==> src/design/dvm_pkg.sv <==
// Constants, register map and gain table of the DAC volume, mute and mono block.
package dvm_pkg;
   // ****************************************
   // Bus and data widths.
   // ****************************************
   localparam int ADR_W = 10;
   localparam int SMP_W = 16;
   localparam int GAIN_FRAC = 15;
   // ****************************************
   // Register indices; byte address is four times the index.
   // ****************************************
   localparam logic [7:0] IDX_VOL_LEFT  = 8'h1e;
   localparam logic [7:0] IDX_VOL_RIGHT = 8'h1f;
   localparam logic [7:0] IDX_DIG_ONE   = 8'h21;
   localparam logic [7:0] IDX_CONV      = 8'h40;
   localparam logic [7:0] IDX_STATUS    = 8'h41;
   // ****************************************
   // Field positions.
   // ****************************************
   localparam int BIT_VOL_UPDATE = 8;
   localparam int BIT_MUTE       = 3;
   localparam int BIT_MUTE_MODE  = 9;
   localparam int BIT_MUTE_RATE  = 10;
   localparam int BIT_MONO       = 12;
   localparam int BIT_DEEMPHASIS_SELECT_LO  = 1;
   localparam int BIT_RAMP_BUSY  = 16;
   // ****************************************
   // Codes and ramp dividers.
   // ****************************************
   localparam logic [7:0] VOL_UNITY = 8'hc0;
   localparam logic [7:0] VOL_MUTE  = 8'h00;
   localparam logic [4:0] RAMP_FAST_LAST = 5'h01;
   localparam logic [4:0] RAMP_SLOW_LAST = 5'h1f;
   // Gain of attenuation steps 0..15 in Q1.15; each 16 steps halve the gain.
   localparam logic [15:0] GAIN_TABLE [16] = '{
      16'h7fff, 16'h7a98, 16'h7569, 16'h7073, 16'h6bb3, 16'h6725, 16'h62ca, 16'h5e9d,
      16'h5a9e, 16'h56c9, 16'h531f, 16'h4f9b, 16'h4c3f, 16'h4905, 16'h45f0, 16'h42fb};
endpackage : dvm_pkg

==> src/design/dvm_gain_rom.sv <==
// Volume code to gain lookup with a registered read port.
`timescale 1ns/10ps
`default_nettype none
module dvm_gain_rom (
   // Clock and reset.
   input  wire logic        clk_i,
   input  wire logic        rst_i,
   // Lookup.
   input  wire logic [7:0]  code_i,
   output var  logic [15:0] mant_o,
   output var  logic [3:0]  shift_o
);
   import dvm_pkg::*;
   logic [7:0] att;

   // Codes at or above unity all give 0 dB, so attenuation saturates at zero.
   always_comb begin
      att = (code_i >= VOL_UNITY) ? 8'h00 : 8'(VOL_UNITY - code_i);
   end

   // Fraction of a 6 dB octave from the table, whole octaves as a shift.
   always_ff @(posedge clk_i) begin
      if (rst_i || code_i == VOL_MUTE) begin
         mant_o  <= 16'h0000;
         shift_o <= 4'h0;
      end else begin
         mant_o  <= GAIN_TABLE[att[3:0]];
         shift_o <= att[7:4];
      end
   end

   chk_unity_gain: assert property (@(posedge clk_i) disable iff (rst_i)
      code_i >= VOL_UNITY |=> mant_o == GAIN_TABLE[0] && shift_o == 4'h0)
      else $error("Code at or above unity did not give full gain.");
   chk_code_mute: assert property (@(posedge clk_i) disable iff (rst_i)
      code_i == VOL_MUTE |=> mant_o == 16'h0000)
      else $error("Mute code did not give zero gain.");
endmodule : dvm_gain_rom
`default_nettype wire

==> src/design/dvm_scale.sv <==
// Multiplies one sample by a gain mantissa and octave shift, registered out.
`timescale 1ns/10ps
`default_nettype none
module dvm_scale (
   // Clock and reset.
   input  wire logic                     clk_i,
   input  wire logic                     rst_i,
   // Sample and gain.
   input  wire logic [dvm_pkg::SMP_W-1:0] smp_i,
   input  wire logic [15:0]              mant_i,
   input  wire logic [3:0]               shift_i,
   output var  logic [dvm_pkg::SMP_W-1:0] smp_o
);
   import dvm_pkg::*;
   logic signed [32:0] prod;
   logic signed [32:0] scaled;

   // Arithmetic shift keeps the sign; small negative samples decay to minus one, small positive ones to zero.
   always_comb begin
      prod   = $signed(smp_i) * $signed({1'b0, mant_i});
      scaled = prod >>> (GAIN_FRAC + int'(shift_i));
   end

   // The product is registered so the output never glitches.
   always_ff @(posedge clk_i) begin
      if (rst_i) begin
         smp_o <= '0;
      end else begin
         smp_o <= scaled[SMP_W-1:0];
      end
   end
endmodule : dvm_scale
`default_nettype wire

==> src/design/dvm_top.sv <==
// Playback volume, soft mute, mono mix and de-emphasis select with Wishbone registers.
//
// The Wishbone register port was decided locally.
`timescale 1ns/10ps
`default_nettype none
module dvm_top (
   // Clock and reset.
   input  wire logic                      clk_i,
   input  wire logic                      rst_i,
   // Wishbone classic slave.
   input  wire logic                      wb_cyc_i,
   input  wire logic                      wb_stb_i,
   input  wire logic                      wb_we_i,
   input  wire logic [dvm_pkg::ADR_W-1:0] wb_adr_i,
   input  wire logic [3:0]                wb_sel_i,
   input  wire logic [31:0]               wb_dat_i,
   output var  logic [31:0]               wb_dat_o,
   output var  logic                      wb_ack_o,
   // Upstream samples.
   input  wire logic                      smp_valid_i,
   input  wire logic [dvm_pkg::SMP_W-1:0] smp_left_i,
   input  wire logic [dvm_pkg::SMP_W-1:0] smp_right_i,
   // Processed samples and filter select.
   output var  logic                      out_valid_o,
   output var  logic [dvm_pkg::SMP_W-1:0] out_left_o,
   output var  logic [dvm_pkg::SMP_W-1:0] out_right_o,
   output var  logic [1:0]                deemphasis_select_o
);
   import dvm_pkg::*;

   // ****************************************
   // Declarations.
   // ****************************************
   logic [7:0]       idx;
   logic             req;
   logic             wr;
   logic [31:0]      rd_nxt;
   logic             mute_r;
   logic             mute_d_r;
   logic             unmute_ramp_select_r;
   logic             mute_ramp_rate_r;
   logic             mono_r;
   logic [1:0]       deemphasis_select_r;
   logic [1:0]       conv_on_r;
   logic [7:0]       pend_r [2];
   logic [7:0]       target_r [2];
   logic [7:0]       applied_r [2];
   logic [7:0]       goal [2];
   logic [1:0]       ramp_up_r;
   logic             upd_r;
   logic [4:0]       div_cnt_r;
   logic             tick;
   logic             mono_act;
   logic [SMP_W:0]   mix_sum;
   logic [SMP_W-1:0] mix;
   logic [SMP_W-1:0] smp_in [2];
   logic [SMP_W-1:0] s0_r [2];
   logic [SMP_W-1:0] s1 [2];
   logic [15:0]      mant [2];
   logic [3:0]       shift [2];
   logic             v1_r;
   logic             v2_r;

   // ****************************************
   // Wishbone slave.
   // ****************************************
   // Each access is answered one cycle after it is seen; unmapped ones read zero.
   always_comb begin
      idx = wb_adr_i[ADR_W-1:2];
      req = wb_cyc_i && wb_stb_i && !wb_ack_o;
      wr  = req && wb_we_i;
   end

   always_ff @(posedge clk_i) begin
      if (rst_i) begin
         wb_ack_o <= 1'b0;
      end else begin
         wb_ack_o <= req;
      end
   end

   // Read mux; the update strobe is write-only and reads as zero.
   always_comb begin
      rd_nxt = 32'h0000_0000;
      unique case (idx)
         IDX_VOL_LEFT:  rd_nxt[7:0] = pend_r[0];
         IDX_VOL_RIGHT: rd_nxt[7:0] = pend_r[1];
         IDX_DIG_ONE: begin
            rd_nxt[BIT_MONO]      = mono_r;
            rd_nxt[BIT_MUTE_RATE] = mute_ramp_rate_r;
            rd_nxt[BIT_MUTE_MODE] = unmute_ramp_select_r;
            rd_nxt[BIT_MUTE]      = mute_r;
            rd_nxt[BIT_DEEMPHASIS_SELECT_LO+:2] = deemphasis_select_r;
         end
         IDX_CONV:   rd_nxt[1:0] = conv_on_r;
         IDX_STATUS: begin
            rd_nxt[7:0]           = applied_r[0];
            rd_nxt[15:8]          = applied_r[1];
            rd_nxt[BIT_RAMP_BUSY] = |ramp_up_r || (mute_r && |{applied_r[0], applied_r[1]});
         end
         default: rd_nxt = 32'h0000_0000;
      endcase
   end

   always_ff @(posedge clk_i) begin
      if (rst_i) begin
         wb_dat_o <= 32'h0000_0000;
      end else if (req && !wb_we_i) begin
         wb_dat_o <= rd_nxt;
      end
   end

   // ****************************************
   // Control register writes.
   // ****************************************
   // Digital control one and converter enables; mute starts clear.
   always_ff @(posedge clk_i) begin
      if (rst_i) begin
         mute_r               <= 1'b0;
         unmute_ramp_select_r <= 1'b0;
         mute_ramp_rate_r     <= 1'b0;
         mono_r               <= 1'b0;
         deemphasis_select_r             <= 2'b00;
         conv_on_r            <= 2'b11;
      end else if (wr) begin
         if (idx == IDX_DIG_ONE && wb_sel_i[0]) begin
            mute_r   <= wb_dat_i[BIT_MUTE];
            deemphasis_select_r <= wb_dat_i[BIT_DEEMPHASIS_SELECT_LO+:2];
         end
         if (idx == IDX_DIG_ONE && wb_sel_i[1]) begin
            unmute_ramp_select_r <= wb_dat_i[BIT_MUTE_MODE];
            mute_ramp_rate_r     <= wb_dat_i[BIT_MUTE_RATE];
            mono_r               <= wb_dat_i[BIT_MONO];
         end
         if (idx == IDX_CONV && wb_sel_i[0]) begin
            conv_on_r <= wb_dat_i[1:0];
         end
      end
   end

   assign deemphasis_select_o = deemphasis_select_r;

   // Pending codes; the strobe is held one cycle so both pending codes are settled.
   always_ff @(posedge clk_i) begin
      if (rst_i) begin
         pend_r[0] <= VOL_UNITY;
         pend_r[1] <= VOL_UNITY;
         upd_r     <= 1'b0;
      end else begin
         upd_r <= wr && (idx == IDX_VOL_LEFT || idx == IDX_VOL_RIGHT)
                  && wb_sel_i[1] && wb_dat_i[BIT_VOL_UPDATE];
         if (wr && idx == IDX_VOL_LEFT && wb_sel_i[0]) begin
            pend_r[0] <= wb_dat_i[7:0];
         end
         if (wr && idx == IDX_VOL_RIGHT && wb_sel_i[0]) begin
            pend_r[1] <= wb_dat_i[7:0];
         end
      end
   end

   // Both channels take their new code on the same edge.
   always_ff @(posedge clk_i) begin
      if (rst_i) begin
         target_r[0] <= VOL_UNITY;
         target_r[1] <= VOL_UNITY;
      end else if (upd_r) begin
         target_r[0] <= pend_r[0];
         target_r[1] <= pend_r[1];
      end
   end

   // ****************************************
   // Ramp timing.
   // ****************************************
   // One tick every 2 or every 32 samples; a change to fast mid-count ticks on the next sample instead of wrapping.
   always_comb begin
      tick = smp_valid_i
             && (div_cnt_r >= (mute_ramp_rate_r ? RAMP_SLOW_LAST : RAMP_FAST_LAST));
   end

   always_ff @(posedge clk_i) begin
      if (rst_i) begin
         div_cnt_r <= 5'h00;
      end else if (tick) begin
         div_cnt_r <= 5'h00;
      end else if (smp_valid_i) begin
         div_cnt_r <= 5'(div_cnt_r + 5'h01);
      end
   end

   always_ff @(posedge clk_i) begin
      if (rst_i) begin
         mute_d_r <= 1'b0;
      end else begin
         mute_d_r <= mute_r;
      end
   end

   // ****************************************
   // Per-channel gain ramp and scaling.
   // ****************************************
   genvar ch;
   generate
      for (ch = 0; ch < 2; ch++) begin : g_ch
         // Ramps walk every code, above unity too, so a full-range ramp spans 255 steps.
         // Those top steps change no level, but skipping them would shorten the ramp time.
         always_comb begin
            goal[ch] = mute_r ? VOL_MUTE : target_r[ch];
         end

         always_ff @(posedge clk_i) begin
            if (rst_i) begin
               applied_r[ch] <= VOL_UNITY;
               ramp_up_r[ch] <= 1'b0;
            end else if (mute_r) begin
               ramp_up_r[ch] <= 1'b0;
               if (tick && applied_r[ch] != VOL_MUTE) begin
                  applied_r[ch] <= 8'(applied_r[ch] - 8'h01);
               end
            end else if (mute_d_r && unmute_ramp_select_r) begin
               ramp_up_r[ch] <= 1'b1;
            end else if (ramp_up_r[ch] && applied_r[ch] < goal[ch]) begin
               if (tick) begin
                  applied_r[ch] <= 8'(applied_r[ch] + 8'h01);
               end
            end else begin
               ramp_up_r[ch] <= 1'b0;
               applied_r[ch] <= goal[ch];
            end
         end

         // Disabled converters are silent; mono goes only to the enabled one.
         always_comb begin
            smp_in[ch] = ch == 0 ? smp_left_i : smp_right_i;
         end

         always_ff @(posedge clk_i) begin
            if (rst_i) begin
               s0_r[ch] <= '0;
            end else if (smp_valid_i) begin
               if (!conv_on_r[ch]) begin
                  s0_r[ch] <= '0;
               end else if (mono_act) begin
                  s0_r[ch] <= mix;
               end else begin
                  s0_r[ch] <= smp_in[ch];
               end
            end
         end

         dvm_gain_rom u_rom (
            .clk_i   (clk_i),
            .rst_i   (rst_i),
            .code_i  (applied_r[ch]),
            .mant_o  (mant[ch]),
            .shift_o (shift[ch])
         );

         dvm_scale u_scale (
            .clk_i   (clk_i),
            .rst_i   (rst_i),
            .smp_i   (s0_r[ch]),
            .mant_i  (mant[ch]),
            .shift_i (shift[ch]),
            .smp_o   (s1[ch])
         );
      end
   endgenerate

   // ****************************************
   // Mono mix and output.
   // ****************************************
   // Halving the sum is the 6 dB drop that keeps the mix from clipping.
   always_comb begin
      mono_act = mono_r && !(conv_on_r[0] && conv_on_r[1]);
      mix_sum  = {smp_left_i[SMP_W-1], smp_left_i} + {smp_right_i[SMP_W-1], smp_right_i};
      mix      = mix_sum[SMP_W:1];
   end

   always_ff @(posedge clk_i) begin
      if (rst_i) begin
         v1_r <= 1'b0;
         v2_r <= 1'b0;
      end else begin
         v1_r <= smp_valid_i;
         v2_r <= v1_r;
      end
   end

   assign out_valid_o = v2_r;
   assign out_left_o  = s1[0];
   assign out_right_o = s1[1];

   // ****************************************
   // Assertions.
   // ****************************************
   chk_mute_step_down: assert property (@(posedge clk_i) disable iff (rst_i)
      mute_r && tick && applied_r[0] != VOL_MUTE |=> applied_r[0] == $past(applied_r[0]) - 8'h01)
      else $error("Soft mute did not lower the gain by one step.");
   chk_reset_unmuted: assert property (@(posedge clk_i)
      rst_i |=> !mute_r && applied_r[0] == VOL_UNITY)
      else $error("Mute request not clear after reset.");
   chk_jump_unmute: assert property (@(posedge clk_i) disable iff (rst_i)
      $fell(mute_r) && !unmute_ramp_select_r |=> applied_r[1] == $past(goal[1]))
      else $error("Immediate un-mute did not restore the volume.");
   chk_ramp_step_up: assert property (@(posedge clk_i) disable iff (rst_i)
      !mute_r && ramp_up_r[0] && tick && applied_r[0] < goal[0]
      |=> applied_r[0] == $past(applied_r[0]) + 8'h01)
      else $error("Ramped un-mute did not rise by one step.");
   chk_fast_rate: assert property (@(posedge clk_i) disable iff (rst_i)
      smp_valid_i && !mute_ramp_rate_r && div_cnt_r == RAMP_FAST_LAST |-> tick)
      else $error("Fast ramp tick off its interval.");
   chk_slow_rate: assert property (@(posedge clk_i) disable iff (rst_i)
      smp_valid_i && mute_ramp_rate_r && div_cnt_r < RAMP_SLOW_LAST |-> !tick)
      else $error("Slow ramp ticked early.");
   chk_mono_mix: assert property (@(posedge clk_i) disable iff (rst_i)
      smp_valid_i && mono_act && conv_on_r[0] |=> s0_r[0] == $past(mix))
      else $error("Mono mix not sent to the enabled channel.");
   chk_mono_silent: assert property (@(posedge clk_i) disable iff (rst_i)
      smp_valid_i && !conv_on_r[1] |=> s0_r[1] == '0)
      else $error("Disabled channel produced output.");
   chk_stereo_wins: assert property (@(posedge clk_i) disable iff (rst_i)
      smp_valid_i && conv_on_r == 2'b11 |=> s0_r[1] == $past(smp_right_i))
      else $error("Stereo not kept with both channels enabled.");
   chk_vol_together: assert property (@(posedge clk_i) disable iff (rst_i)
      upd_r |=> target_r[0] == $past(pend_r[0]) && target_r[1] == $past(pend_r[1]))
      else $error("Volume update did not apply both codes.");

   cov_mute_done: cover property (@(posedge clk_i) disable iff (rst_i)
      mute_r && applied_r[0] == VOL_MUTE);
   cov_ramp_unmute: cover property (@(posedge clk_i) disable iff (rst_i)
      $fell(ramp_up_r[0]) && !mute_r);
   cov_mono_out: cover property (@(posedge clk_i) disable iff (rst_i)
      smp_valid_i && mono_act);
   cov_vol_update: cover property (@(posedge clk_i) disable iff (rst_i) upd_r);
endmodule : dvm_top
`default_nettype wire

==> config.mk <==
export PLATFORM = sky130hd
export DESIGN_NAME = dvm_top
export DESIGN_NICKNAME = d
export VERILOG_FILES = /design/src/design/dvm_pkg.sv /design/src/design/dvm_gain_rom.sv /design/src/design/dvm_scale.sv /design/src/design/dvm_top.sv
export SDC_FILE = /design/constraint.sdc
export NUM_CORES = 2
export LEC_CHECK = 0
export BUFFER_PORTS_ARGS = -buffer_cell sky130_fd_sc_hd__buf_2
export CAP_MARGIN = 20
export CELL_PAD_IN_SITES_DETAIL_PLACEMENT = 1
export CELL_PAD_IN_SITES_GLOBAL_PLACEMENT = 1
export CORE_ASPECT_RATIO = 1.5
export CORE_MARGIN = 2
export CORE_UTILIZATION = 53
export CTS_CLUSTER_DIAMETER = 100
export DETAILED_ROUTE_END_ITERATION = 7
export MAX_ROUTING_LAYER = met4
export PLACE_DENSITY_LB_ADDON = 0.12
export SYNTH_ARGS = -nofsm -noshare
export SYNTH_HDL_FRONTEND = slang
export SYNTH_SLANG_ARGS = --single-unit
==> constraint.sdc <==
create_clock -name clk_i -period 15.5 [get_ports clk_i]
set_clock_uncertainty 0.05 [all_clocks]
set_input_delay 1.55 -clock clk_i [delete_from_list [all_inputs] [get_ports clk_i]]
set_output_delay 1.55 -clock clk_i [all_outputs]
set_load 0.05 [all_outputs]
==> impl_table.tex <==
\begin{tabular}{lr}
\hline
Metric & Value \\
\hline
\multicolumn{2}{l}{\textbf{Worst setup path}} \\
\quad Category of cells accounting for the largest share of critical-path delay & adder cells \\
\quad CP max FO & 16 \\
\quad Maximum cell stage delay along the critical path & 880 ps \\
\quad Critical R2R Launch & g\_ch[1].u\_rom.mant\_o[7] \\
\quad Signal arrival time at the worst endpoint & $\sim$8700 ps \\
\quad Cell with the biggest individual delay on the critical path & sky130\_fd\_sc\_hd\_\_a2111oi\_0 \\
\quad CP bufs+invs & 3 \\
\quad Setup CP Type & reg2reg \\
\quad Cell chain of the critical path & nand2\_1 > fa\_1 > inv\_1 > fa\_1 > fa\_1 > fa\_1 > fa\_1 > inv\_1 > fa\_1 > inv\_1 > ha\_1 > and4\_1 > nand2\_1 > and4\_1 > a2111oi\_0 > nand3\_1 > mux4\_2 > a31o\_2 > a221o\_1 > a311oi\_1 \\
\quad Data required time at the worst endpoint & 15800 ps \\
\quad Critical path capture point type & flop \\
\quad Cell with the most instances on the worst path & sky130\_fd\_sc\_hd\_\_fa\_1 \\
\quad Launch point of the worst path & g\_ch[1].u\_rom.mant\_o[7] \\
\quad Worst Setup Start Kind & flop \\
\multicolumn{2}{l}{\textbf{Clocking}} \\
\quad Clock buffer depth & 2 \\
\quad Number of resized instances in the post-cts repair step & 0 \\
\quad Clock tree from TritonCTS & built \\
\quad \# Post-CTS Setup Buffers & 0 \\
\quad Clock sink total & 187 \\
\quad Clock-pin slew of the registers on the worst-case setup and hold paths & 70 ps \\
\quad Number of buffers created by CTS & 17 \\
\quad Number of hold buffers added after cts & 0 \\
\quad Depth of the CTS H-tree & 4 \\
\quad Library cell used as clock root buffer & sky130\_fd\_sc\_hd\_\_clkbuf\_16 \\
\quad Source-to-sink clock delay at the later pin of the worst-skew pair & 480 ps \\
\multicolumn{2}{l}{\textbf{STA}} \\
\quad Final setup margin & 7090 ps \\
\quad Final count of negative-setup-slack endpoints & 0 \\
\quad Final setup TNS & 0 ps \\
\quad Actual transition at the worst max-transition pin & 1130 ps \\
\quad Final Max Tran Viols & 0 \\
\quad Worst slew margin relative to its limit & about a quarter \\
\quad Setup repair after global routing missed its margin & false \\
\quad Final worst path period need & between 8000 and 9000 ps \\
\quad Final worst-path cycle share & a little over half \\
\quad Peak Freq & about 120 MHz \\
\quad Number of failing hold endpoints at the final stage & 0 \\
\multicolumn{2}{l}{\textbf{Placed design}} \\
\quad Detailed placement HPWL & 78500 µm \\
\quad Routability cong. & 0.927 \\
\quad Port Buffers & about 110 \\
\quad Pre-CTS worst setup slack & $\sim$7300 ps \\
\quad Inst Count DP & 4243 \\
\quad Area of placed instances & 0.0313 mm² \\
\multicolumn{2}{l}{\textbf{Logic synthesis}} \\
\quad Gate count of the mapped netlist & 3524 \\
\quad Cell area after technology mapping & 0.0303 mm² \\
\quad Yosys warns & 0 \\
\quad Sequential fraction of the synthesis area & 15.0\% \\
\quad Cell with the most instances after synthesis & sky130\_fd\_sc\_hd\_\_inv\_1 \\
\quad Flip-flop and latch count after synthesis & around 190 \\
\quad Dominant synthesized flop cell & sky130\_fd\_sc\_hd\_\_dfxtp\_1 \\
\quad Post-synthesis cell type with the largest combined area & sky130\_fd\_sc\_hd\_\_fa\_1 \\
\quad Number of enable-type register cells in the synthesized netlist & 80 \\
\quad Post-Syn Area per Cell & around 8.6 µm² \\
\quad Post-synth ARST share & 0\% \\
\quad Portion of synthesized cell area occupied by the leading cell type & 23.9\% \\
\quad Biggest area contributors in the synthesized netlist & sky130\_fd\_sc\_hd\_\_fa\_1 24\%, sky130\_fd\_sc\_hd\_\_ha\_1 13\%, sky130\_fd\_sc\_hd\_\_edfxtp\_1 7.9\%, sky130\_fd\_sc\_hd\_\_dfxtp\_1 7.1\%, sky130\_fd\_sc\_hd\_\_inv\_1 6.6\% \\
\quad Yosys cell types & 93 \\
\quad Most frequent cells after synthesis & 532 x sky130\_fd\_sc\_hd\_\_inv\_1, 399 x sky130\_fd\_sc\_hd\_\_nand2\_1, 362 x sky130\_fd\_sc\_hd\_\_fa\_1 \\
\multicolumn{2}{l}{\textbf{Power}} \\
\quad Relative contribution of combinational cells to total power & a little over 80\% \\
\quad Clock power share & approximately 7.5\% \\
\quad Lkg Pwr & approximately 0.015 µW \\
\quad Internal power & 2510 µW \\
\quad Sequential share of power & 11.0\% \\
\quad Worst voltage drop across the vdd grid & 147 µV \\
\quad Switching fraction of total power & 57.7\% \\
\quad Switching power summed over all nets & 3420 µW \\
\quad Power per cell area & 186 mW/mm² \\
\multicolumn{2}{l}{\textbf{Detailed routing}} \\
\quad Final routed DRC violation total & 0 \\
\quad Number of vias per cell after detailed routing & slightly above 6 \\
\quad Number of search-and-repair iterations in the first detailed-routing pass & 6 \\
\quad Detailed-route wire length & 97100 µm \\
\quad First-iteration detailed-routing DRC count & 1132 \\
\quad Remaining antenna violation count after routing & 0 \\
\quad Wire length per cell & approximately 23 µm \\
\quad Via count & approximately 26000 \\
\multicolumn{2}{l}{\textbf{Worst hold path}} \\
\quad Launch instance of the worst min-delay path & wb\_dat\_o[11] \\
\quad Worst hold path type & reg2reg \\
\multicolumn{2}{l}{\textbf{Floorplanning}} \\
\quad Initial Utilization & 53.5\% \\
\quad Die width & roughly 200 µm \\
\quad Row cnt & 107 \\
\quad Die Y-Extent & 297 µm \\
\quad Die outline area & 0.0591 mm² \\
\quad Number of top-level pins & 152 \\
\quad Area inside the core boundary & 0.0566 mm² \\
\multicolumn{2}{l}{\textbf{Run}} \\
\quad Number of maximum-capacitance constraint violations & 0 \\
\multicolumn{2}{l}{\textbf{Layout}} \\
\quad Ratio of cells with drive above 1 in the final layout & 6.92\% \\
\quad Post-layout instance count excluding filler cells & 4277 \\
\quad Final cell utilization of the core & 56.3\% \\
\quad Nets@finish & 4254 \\
\quad Final non-filler cell area & 0.0319 mm² \\
\quad Diode count & 0 \\
\quad Area overhead of the layout relative to synthesis & 5.18\% \\
\multicolumn{2}{l}{\textbf{Global routing}} \\
\quad Via count of the first global-routing pass & about 30000 \\
\quad Pin count of the biggest net entering global routing & 56 \\
\quad Initial antenna violation count & 1 \\
\quad Overall routing resource usage & 34.6\% \\
\quad First-pass GRT wire length & 155000 µm \\
\quad Total congestion overflow & 0 \\
\multicolumn{2}{l}{\textbf{Run status}} \\
\quad Result of the run & finished clean \\
\hline
\end{tabular}
==> final timing paths <==
kind	endpoint	slack (ps)	cells past startpoint
max	g_ch[1].u_scale.smp_o[5]	7090	20
min	wb_dat_o[11]	420	2
max reg2reg	g_ch[1].u_scale.smp_o[5]	7090	20
min reg2reg	wb_dat_o[11]	420	2
==> power groups by stage <==
stage | registers [µW] | clock network (µW) | logic (µW)
after floorplan | 704 | 0 | 3240
after global placement | 657 | 0 | 4610
after detailed placement | 660 | 0 | 4750
after CTS | 650 | 453 | 4790
after global routing | 657 | 468 | 5230
final | 650 | 447 | 4830
==> routing by layer <==
layer	vias to the layer above	track usage [%]	wire length (µm)
met5	-	-	0
met4	0	23.3	7180
met3	380	3.30	2550
met2	643	65.2	54800
met1	13200	32.6	32600
li1	11700	-	-
==> registers in the layout (all words and copies together) (netlist names), 5 cells and up <==
register            flops
g_ch.u_scale.smp_o     32
s0_r                   32
g_ch.u_rom.mant_o      30
wb_dat_o               17
applied_r              16
pend_r                 16
target_r               16
g_ch.u_rom.shift_o      8
div_cnt_r               5
==> cells by family (layout without fill, tap and decap cells) <==
group	Yosys count	count (layout)	synth area share (%)
multiplexers	70	70	2.84
AO/OA/AOI/OAI	622	622	14.7
AND/OR/NAND/NOR	1155	1155	18.9
adder cells (fa/ha/maj)	669	669	36.6
other	1	15	0.0124
buffers and inverters	728	704	9.28
flip-flops	187	187	15.0
XOR/XNOR	92	92	2.66
==> worst register-to-register path, stage by stage (launching register included) <==
cell	delay, ps
sky130_fd_sc_hd__dfxtp_1	870
sky130_fd_sc_hd__nand2_1	220
sky130_fd_sc_hd__fa_1	580
sky130_fd_sc_hd__inv_1	60
sky130_fd_sc_hd__fa_1	550
sky130_fd_sc_hd__fa_1	440
sky130_fd_sc_hd__fa_1	490
sky130_fd_sc_hd__fa_1	500
sky130_fd_sc_hd__inv_1	50
sky130_fd_sc_hd__fa_1	500
sky130_fd_sc_hd__inv_1	50
sky130_fd_sc_hd__ha_1	470
sky130_fd_sc_hd__and4_1	390
sky130_fd_sc_hd__nand2_1	130
sky130_fd_sc_hd__and4_1	220
sky130_fd_sc_hd__a2111oi_0	880
sky130_fd_sc_hd__nand3_1	330
sky130_fd_sc_hd__mux4_2	610
sky130_fd_sc_hd__a31o_2	280
sky130_fd_sc_hd__a221o_1	260
sky130_fd_sc_hd__a311oi_1	360
==> area by class of cell <==
cell class	instances	area (µm²)
clock buffer	17	425
multi-input combinational	2623	23000
tap	763	955
clock inverter	15	151
fill	6770	24800
timing repair buffer	138	763
sequential	187	4540
inverter	534	2000
==> placed cells by master (no fill, tap or decap), types with 17 or more instances in the layout <==
cell type / Yosys / layout
sky130_fd_sc_hd__inv_1: 532 / 532
sky130_fd_sc_hd__nand2_1: 399 / 399
sky130_fd_sc_hd__fa_1: 362 / 362
sky130_fd_sc_hd__ha_1: 307 / 307
sky130_fd_sc_hd__and2_1: 260 / 260
sky130_fd_sc_hd__nor2_1: 174 / 174
sky130_fd_sc_hd__a21oi_1: 138 / 138
sky130_fd_sc_hd__buf_2: 10 / 112
sky130_fd_sc_hd__dfxtp_1: 107 / 107
sky130_fd_sc_hd__edfxtp_1: 80 / 80
sky130_fd_sc_hd__nor3_1: 77 / 76
sky130_fd_sc_hd__o21ai_0: 73 / 73
sky130_fd_sc_hd__xnor2_1: 55 / 54
sky130_fd_sc_hd__nand2b_1: 50 / 50
sky130_fd_sc_hd__a21o_1: 48 / 48
sky130_fd_sc_hd__nand3_1: 45 / 45
sky130_fd_sc_hd__a22o_1: 45 / 45
sky130_fd_sc_hd__mux2i_1: 44 / 44
sky130_fd_sc_hd__a211oi_1: 44 / 44
sky130_fd_sc_hd__xor2_1: 37 / 37
sky130_fd_sc_hd__nor2b_1: 28 / 28
sky130_fd_sc_hd__and3_1: 27 / 27
sky130_fd_sc_hd__buf_4: 15 / 24
sky130_fd_sc_hd__a31oi_1: 22 / 22
sky130_fd_sc_hd__o211ai_1: 22 / 22
sky130_fd_sc_hd__nand4_1: 18 / 18
sky130_fd_sc_hd__or2_2: 17 / 17
sky130_fd_sc_hd__a221oi_1: 17 / 17
sky130_fd_sc_hd__clkbuf_16: 0 / 17
==> metrics by stage <==
step / hold WS, ps / power, µW
after floorplan: 364 / 3940
after global placement: 395 / 5270
after detailed placement: 414 / 5410
after CTS: 423 / 5890
after global routing: 437 / 6360
final: 422 / 5930
Note: power is estimated with default switching activity, not from simulation.
